--- src/design/faee_defines.vh ---
/*
 * constants for the flash array ecc engine: unit geometry, code widths,
 * status field positions and reset values.
 * assumes inclusion by bare name from the design file.
 */
`ifndef FAEE_DEFINES_VH
`define FAEE_DEFINES_VH

// ****************************************************************
// data unit geometry
// ****************************************************************
`define FAEE_UNIT_BYTES     16
`define FAEE_UNIT_BITS      128
`define FAEE_UNIT_LSB       4
`define FAEE_SEC_CODE_W     8
`define FAEE_CODE_W         9
`define FAEE_ERASED_BYTE    8'hff

// ****************************************************************
// per-unit status byte fields
// ****************************************************************
`define FAEE_US_OFF_BIT     0
`define FAEE_US_C1_BIT      1
`define FAEE_US_D2_BIT      3

// ****************************************************************
// sticky error status fields
// ****************************************************************
`define FAEE_ST_C1_BIT      3
`define FAEE_ST_D2_BIT      4

// ****************************************************************
// reset values
// ****************************************************************
`define FAEE_STATUS_RST     8'h00
`define FAEE_TRAP_RST       32'h0000_0000
`define FAEE_CNT_RST        16'h0000

`endif

--- src/design/faee_engine.v ---
/*
 * flash array ecc engine: hamming code generation on program, check and
 * correction on read, per-unit flags, sticky status, address trap, error
 * counter and alert output.
 * assumes the array controller presents one whole 16-byte unit per strobe,
 * stores the check code beside it, and returns it with the unit on read.
 */
// How it works
// - code is computed and checked over aligned 16-byte data units.
// - each programmed unit gets a check code stored in hidden array space.
// - every array read of a unit with checking on checks it and fixes a single-bit error.
// - first program of an erased unit codes the whole unit, unwritten bytes erased.
// - single-bit mode, reprogramming a unit turns checking off and sets its flag.
// - checking on a disabled unit returns only after its sector is erased or on reset.
// - default double-detect mode corrects one-bit errors and reports two-bit errors.
// - double-detect mode uses a 9-bit code instead of 8 bits.
// - double-detect mode refuses any repeated unit program and flags a program error.
// - mode change leaves old programmed data undefined on read.
// - per-unit status tells corrected one-bit or detected two-bit error.
// - sticky status records any one- or two-bit error since clear or reset.
// - trap latches the first failing read address, held until the clear command or reset.
// - counter increments for each unit read with a one- or two-bit error.
// - alert output, when enabled, fires on each detected read error.
// - mode bit one selects double-detect; zero forces two-bit flag to zero.
// - sticky status clears on reset and on the clear command.
// - trap updates only on array reads, first failing unit since clear or reset only.
`default_nettype none

`include "faee_defines.vh"

module faee_engine #(
    parameter NUM_UNITS        = 64,
    parameter UNITS_PER_SECTOR = 16,
    parameter CNT_W            = 16
) (
    input  wire                   clk_sys_i,
    input  wire                   arst_n_i,
    input  wire                   mode_select_bit_i,
    input  wire                   alert_en_i,
    input  wire                   clr_status_i,
    input  wire                   prog_req_i,
    input  wire [31:0]            prog_addr_i,
    input  wire [127:0]           prog_data_i,
    input  wire [15:0]            prog_be_i,
    output reg                    prog_valid_o,
    output reg                    prog_err_o,
    output reg  [127:0]           prog_data_o,
    output reg  [8:0]             prog_code_o,
    input  wire                   erase_req_i,
    input  wire [31:0]            erase_addr_i,
    input  wire                   rd_req_i,
    input  wire [31:0]            rd_addr_i,
    input  wire [127:0]           rd_data_i,
    input  wire [8:0]             rd_code_i,
    output reg                    rd_valid_o,
    output reg  [127:0]           rd_data_o,
    input  wire [31:0]            stat_addr_i,
    output wire [7:0]             unit_status_o,
    output reg  [7:0]             sticky_error_status_o,
    output reg  [31:0]            failing_address_trap_o,
    output reg  [CNT_W-1:0]       err_count_o,
    output reg                    alert_o
);

    localparam UNIT_W = (NUM_UNITS > 1) ? $clog2(NUM_UNITS) : 1;
    localparam SECT_W = (UNITS_PER_SECTOR > 1) ? $clog2(UNITS_PER_SECTOR) : 1;

    // ****************************************************************
    // reset release
    // ****************************************************************
    reg rst_meta_q;
    reg rst_n_q;

    always @(posedge clk_sys_i or negedge arst_n_i) begin
        if (!arst_n_i) begin
            rst_meta_q <= 1'b0;
            rst_n_q    <= 1'b0;
        end else begin
            rst_meta_q <= 1'b1;
            rst_n_q    <= rst_meta_q;
        end
    end

    // ****************************************************************
    // hamming code: data bits at non-power-of-two positions
    // ****************************************************************
    function [8:0] calc_code;
        input [127:0] data;
        integer i;
        reg [8:0] p;
        reg [7:0] syn;
        begin
            p   = 9'h003;
            syn = 8'h00;
            for (i = 0; i < `FAEE_UNIT_BITS; i = i + 1) begin
                if (data[i])
                    syn = syn ^ p[7:0];
                p = p + 9'h001;
                if ((p & (p - 9'h001)) == 9'h000)
                    p = p + 9'h001;
            end
            calc_code = {(^data) ^ (^syn), syn};
        end
    endfunction

    wire ded_mode = mode_select_bit_i;

    // ****************************************************************
    // per-unit flags
    // ****************************************************************
    reg  [NUM_UNITS-1:0] prog_done_q;
    reg  [NUM_UNITS-1:0] off_q;
    reg  [NUM_UNITS-1:0] u_c1_q;
    reg  [NUM_UNITS-1:0] u_d2_q;

    wire [UNIT_W-1:0] prog_unit = prog_addr_i[`FAEE_UNIT_LSB +: UNIT_W];
    wire [UNIT_W-1:0] rd_unit   = rd_addr_i[`FAEE_UNIT_LSB +: UNIT_W];
    wire [UNIT_W-1:0] st_unit   = stat_addr_i[`FAEE_UNIT_LSB +: UNIT_W];
    wire [UNIT_W-1:0] er_unit   = erase_addr_i[`FAEE_UNIT_LSB +: UNIT_W];
    wire [UNIT_W-1:0] er_sect   = er_unit >> SECT_W;

    wire reprog     = prog_req_i && prog_done_q[prog_unit];
    wire prog_rej   = reprog && ded_mode;
    wire prog_acc   = prog_req_i && !prog_rej;
    wire rd_checked = rd_req_i && !off_q[rd_unit];

    // ****************************************************************
    // read check and correction
    // ****************************************************************
    reg  [127:0] fixed_data;
    reg  [8:0]   p_idx;
    integer      j;

    wire [8:0] rd_calc  = calc_code(rd_data_i);
    wire [7:0] syndrome = rd_calc[7:0] ^ rd_code_i[7:0];
    wire       par_err  = (^rd_data_i) ^ (^rd_code_i);
    wire       raw_c1   = ded_mode ? par_err : (syndrome != 8'h00);
    wire       raw_d2   = ded_mode && !par_err && (syndrome != 8'h00);
    wire       ev_c1    = rd_checked && raw_c1;
    wire       ev_d2    = rd_checked && raw_d2;
    wire       ev_err   = ev_c1 || ev_d2;

    always @* begin
        fixed_data = rd_data_i;
        p_idx      = 9'h003;
        for (j = 0; j < `FAEE_UNIT_BITS; j = j + 1) begin
            if (rd_checked && raw_c1 && syndrome == p_idx[7:0])
                fixed_data[j] = ~rd_data_i[j];
            p_idx = p_idx + 9'h001;
            if ((p_idx & (p_idx - 9'h001)) == 9'h000)
                p_idx = p_idx + 9'h001;
        end
    end

    // ****************************************************************
    // program path: merge unwritten bytes as erased, then code
    // ****************************************************************
    reg  [127:0] merged;
    integer      b;

    always @* begin
        merged = prog_data_i;
        for (b = 0; b < `FAEE_UNIT_BYTES; b = b + 1) begin
            if (!prog_be_i[b])
                merged[b*8 +: 8] = `FAEE_ERASED_BYTE;
        end
    end

    wire [8:0] prog_calc = calc_code(merged);

    always @(posedge clk_sys_i or negedge rst_n_q) begin
        if (!rst_n_q) begin
            prog_valid_o <= 1'b0;
            prog_err_o   <= 1'b0;
            prog_data_o  <= 128'h0;
            prog_code_o  <= 9'h000;
        end else begin
            prog_valid_o <= prog_acc;
            prog_err_o   <= prog_rej;
            if (prog_acc) begin
                prog_data_o <= merged;
                prog_code_o <= {ded_mode & prog_calc[8], prog_calc[7:0]};
            end
        end
    end

    // ****************************************************************
    // per-unit flag update, one generate lane per unit
    // ****************************************************************
    genvar u;
    generate
        for (u = 0; u < NUM_UNITS; u = u + 1) begin : g_unit
            wire sect_hit = erase_req_i && ((u / UNITS_PER_SECTOR) == er_sect);
            always @(posedge clk_sys_i or negedge rst_n_q) begin
                if (!rst_n_q) begin
                    prog_done_q[u] <= 1'b0;
                    off_q[u]       <= 1'b0;
                    u_c1_q[u]      <= 1'b0;
                    u_d2_q[u]      <= 1'b0;
                end else if (sect_hit) begin
                    prog_done_q[u] <= 1'b0;
                    off_q[u]       <= 1'b0;
                    u_c1_q[u]      <= 1'b0;
                    u_d2_q[u]      <= 1'b0;
                end else begin
                    if (prog_acc && prog_unit == u) begin
                        prog_done_q[u] <= 1'b1;
                        if (reprog)
                            off_q[u] <= 1'b1;
                    end
                    if (rd_req_i && rd_unit == u) begin
                        u_c1_q[u] <= ev_c1;
                        u_d2_q[u] <= ev_d2;
                    end
                end
            end
        end
    endgenerate

    assign unit_status_o = {4'h0,
                            ded_mode & u_d2_q[st_unit],
                            1'b0,
                            u_c1_q[st_unit],
                            off_q[st_unit]};

    // ****************************************************************
    // read output, sticky status, trap, counter, alert
    // ****************************************************************
    reg trap_full_q;

    always @(posedge clk_sys_i or negedge rst_n_q) begin
        if (!rst_n_q) begin
            rd_valid_o             <= 1'b0;
            rd_data_o              <= 128'h0;
            sticky_error_status_o  <= `FAEE_STATUS_RST;
            failing_address_trap_o <= `FAEE_TRAP_RST;
            trap_full_q            <= 1'b0;
            err_count_o            <= `FAEE_CNT_RST;
            alert_o                <= 1'b0;
        end else begin
            rd_valid_o <= rd_req_i;
            if (rd_req_i)
                rd_data_o <= fixed_data;
            if (clr_status_i)
                sticky_error_status_o <= `FAEE_STATUS_RST;
            if (ev_c1)
                sticky_error_status_o[`FAEE_ST_C1_BIT] <= 1'b1;
            if (ev_d2)
                sticky_error_status_o[`FAEE_ST_D2_BIT] <= 1'b1;
            if (clr_status_i)
                trap_full_q <= 1'b0;
            if (ev_err && !trap_full_q) begin
                failing_address_trap_o <= rd_addr_i;
                trap_full_q            <= 1'b1;
            end
            if (ev_err)
                err_count_o <= err_count_o + {{(CNT_W-1){1'b0}}, 1'b1};
            alert_o <= alert_en_i && ev_err;
        end
    end

endmodule

`default_nettype wire

--- config.mk ---
export PLATFORM = sky130hd
export DESIGN_NAME = faee_engine
export DESIGN_NICKNAME = d
export VERILOG_FILES = /design/src/design/faee_engine.v
export VERILOG_INCLUDE_DIRS = /design/src /design/src/design
export SDC_FILE = /design/constraint.sdc
export NUM_CORES = 2
export LEC_CHECK = 0
export ABC_AREA = 1
export BUFFER_PORTS_ARGS = -buffer_cell sky130_fd_sc_hd__buf_2
export CORE_AREA = 8 8 289 291
export CTS_CLUSTER_SIZE = 40
export DETAILED_ROUTE_END_ITERATION = 8
export DIE_AREA = 0 0 297 299
export GPL_TIMING_DRIVEN = 0
export MAX_ROUTING_LAYER = met4
export PLACE_DENSITY = 0.72
export SETUP_SLACK_MARGIN = 0.02
export SYNTH_ARGS = -nofsm -noshare
export SYNTH_HDL_FRONTEND = slang
export SYNTH_SLANG_ARGS = --single-unit
--- constraint.sdc ---
create_clock -name clk_sys_i -period 20 [get_ports clk_sys_i]
set_clock_uncertainty 0.15 [all_clocks]
set_input_delay 2 -clock clk_sys_i [delete_from_list [all_inputs] [get_ports clk_sys_i]]
set_output_delay 2 -clock clk_sys_i [all_outputs]
set_load 0.05 [all_outputs]
==> impl_results.md <==
- Drt wl/cell: 22.0 µm
- H-tree lvl count: 3
- CTS Buf Count: 70
- Crit path launch type: input pin
- Maximum vdd drop: 0.0000635 V
- Final Cycle Share: 35.5%
- # fillers: 7707
- Cell Pwr Density: 99.0 nW/µm²
- Synth top area cells: dfrtp_1 39%, nand2_1 17%, xor2_1 6.7%, inv_1 5.4%, o21ai_0 5.2%
- Global Route Usage Sum: 34.6%
- Post-CTS setup buffer count: 0
- Max Buffers Root-to-Sink: 3
- Grt ovf: 0
- Die Y: 299 µm
- Final Hold Fails: 0
- Worst path cell trace: buf_2 -> clkbuf_1 -> clkbuf_1 -> o21ai_0 -> o21ai_0 -> o21ai_0 -> o32ai_1 -> o21ai_0 -> o21ai_0 -> buf_2
- Vias: 39400
- Required @ worst endpoint: 17.85 ns
- HPWL Detailed: 124000 µm
- Unrepaired setup endpoints after global routing: no
- DRC marker count from the first detailed-route iteration: 4212
- Leakage power: 22.2 nW
- Mapped Area: 37300 µm²
- Synthesized flop and latch total: 578
- First-pass GRT wire length: 231000 µm
- Post-placement cell count: 6990
- Rows: 103
- Largest net degree at the start of global routing: 68
- Crit-path most repeated cell: o21ai_0
- Register-to-Register Path Depth: 11
- Die area: 88800 µm²
- Status: completed
- Post-synth EDFFs: 0
- Layout Cells excl Fill: 7125
- Antenna violations before repair: 22
- Crit path buf inv count: 4
- Unique cell type count in the Yosys netlist: 52
- Fin nets: 6430
- Max-cap violations: 0
- Least-Margin Pin Slew: 1.37 ns
- Setup crit end kind: output pin
- Cell Area, Placed: 42000 µm²
- Final wirelength: 157000 µm
- Core box area: 78600 µm²
- Cell taking the most area after synthesis: dfrtp_1
- Tmin final: 7.11 ns
- Yosys top cell area share: 38.8%
- Layout cells sized above 1: 15.1%
- Stages on worst setup path: 10
- Placer congestion estimate: 1.03
- Final Cell Area: 44200 µm²
- Seq/Total Area, Yosys: 38.8%
- Drt drc: 0
- Most common cell after layout, fill and taps aside: nand2_1
- Max-slew headroom: 7.64%
- CTS clk-pin slew, worst paths: 0.06 ns
- Vias per cell: 5.54
- Port bufs: 615
- Yosys warning count: 0
- CP Max Fanout: 10
- DRT antenna net count: 0
- Delay-heaviest family, CP: buffers and inverters
- Async SR Flop Fraction: 100%
- Root Buffer: clkbuf_16
- CTS Sinks: 578
- Fin. max-slew vios: 0
- Slowest CP cell: clkbuf_1
- Post-CTS sizing: 0
- Hold_ws: 0.207 ns
- WP data arrival: 4.96 ns
- Setup violations, final: 0
- Worst min-delay path category: reg -> async
- Mapped Cells: 5306
- IO Count: 750
- Width of the chip: 297 µm
- Synthesized area per cell: 7.03 µm²
- Clock latency on the worst-skew pair: 0.63 ns
- CP peak stage delay: 0.68 ns
- Vias in the first global route: 37200
- Synth Flop Type: dfrtp_1
- CTS tree: built
- # hold bufs at CTS: 0
- Initial Utilization: 47.4%
- Most frequent cells in the layout: 1653 x nand2_1, 675 x buf_2, 577 x dfrtp_1
- Worst reg-to-reg setup slack: 15.51 ns
- Fmax: 0.141 GHz
- Area Growth Syn to Fin: 18.5%
- Setup Crit Path Kind: in -> out
- Total Power: 4.38 mW
- Drt first pass iters: 9
==> layer usage <==
metal / wire, µm / share of wire, % / GRT usage (%) / up-vias
li1: - / - / - / 18200
met5: 0 / 0 / - / -
met1: 59700 / 38 / 41.5 / 18500
met4: 8980 / 5.7 / 16.8 / 0
met3: 17400 / 11 / 9.56 / 485
met2: 71000 / 45 / 53.9 / 2264
==> power by group <==
group | internal (mW) | leakage, nW | switching, mW | total (mW)
Clock | 0.711 | 1.06 | 0.538 | 1.25
Sequential | 1.29 | 7.21 | 0.0720 | 1.36
Combinational | 0.471 | 14.0 | 1.30 | 1.77
Total | 2.47 | 22.2 | 1.91 | 4.38
==> synth_stat cells, drive strengths merged (28+ instances only) <==
master	n
dfrtp	578
xnor2	195
clkbuf	126
xor2	285
or2	35
buf	95
inv	558
o21ai	405
mux2	28
nand2	1663
a21oi	232
o22ai	40
a31oi	39
nand3	344
nor2	530
==> cell type report <==
class | count | area, µm² | share of cell area, %
antenna | 24 | 60.1 | 0.136
buffer | 221 | 1010 | 2.28
clock buffer | 94 | 1980 | 4.49
clock inverter | 17 | 189 | 0.427
inverter | 564 | 2120 | 4.79
multi-input combinational | 3953 | 19700 | 44.7
sequential | 578 | 14500 | 32.7
tap | 1050 | 1310 | 2.97
timing repair buffer | 624 | 3320 | 7.51
==> worst paths after layout <==
| path | from | to |
|---|---|---|
| worst min-delay path | rst_n_q | rd_data_o[24] |
| worst max register to register | prog_done_q[8] | prog_data_o[17] |
| worst max-delay path | stat_addr_i[4] | unit_status_o[0] |
| worst min register to register | rst_n_q | rd_data_o[24] |
| min in group clk_sys_i | rst_meta_q | rst_n_q |
| max in group asynchronous | rst_n_q | failing_address_trap_o[22] |
==> sequential cells by signal, summed over array words and instances, names as in the netlist, 2 cells and up <==
register                flops
prog_data_o               128
rd_data_o                 128
off_q                      64
prog_done_q                64
u_c1_q                     64
u_d2_q                     64
failing_address_trap_o     32
err_count_o                16
prog_code_o                 9
sticky_error_status_o       2
==> worst reg2reg max path, cell delays in order, from the launching register on <==
cell	delay, ns
dfrtp_1	0.38
a22oi_1	0.24
nand3_1	0.11
a221oi_1	0.41
o21a_1	0.17
o221ai_1	0.22
nand2_1	0.30
o21ai_1	0.32
inv_1	0.44
clkbuf_1	0.60
clkbuf_1	0.76
a31oi_1	0.20
==> kinds of logic after synthesis <==
kind of cell    after synthesis  share of synthesized area [%]
compound gates              803                           11.8
xor+xnor                    480                           11.4
fa+ha+maj                     1                         0.0335
buf+inv                     785                           8.38
flops                       578                           38.8
mux                          29                          0.872
other cells                   2                         0.0201
simple gates               2628                           28.7
==> stage by stage <==
stage          setup WS (ns)  utilization, %   TNS, ns
2_1_floorplan           2.55               -         0
3_3_place_gp           -4.87            53.1  -2732.49
3_5_place_dp           13.10            53.4         0
4_1_cts                13.09            56.2         0
5_1_grt                12.79            56.2         0
6_report               12.89            56.2         0
(Power assumes the default switching activity.)
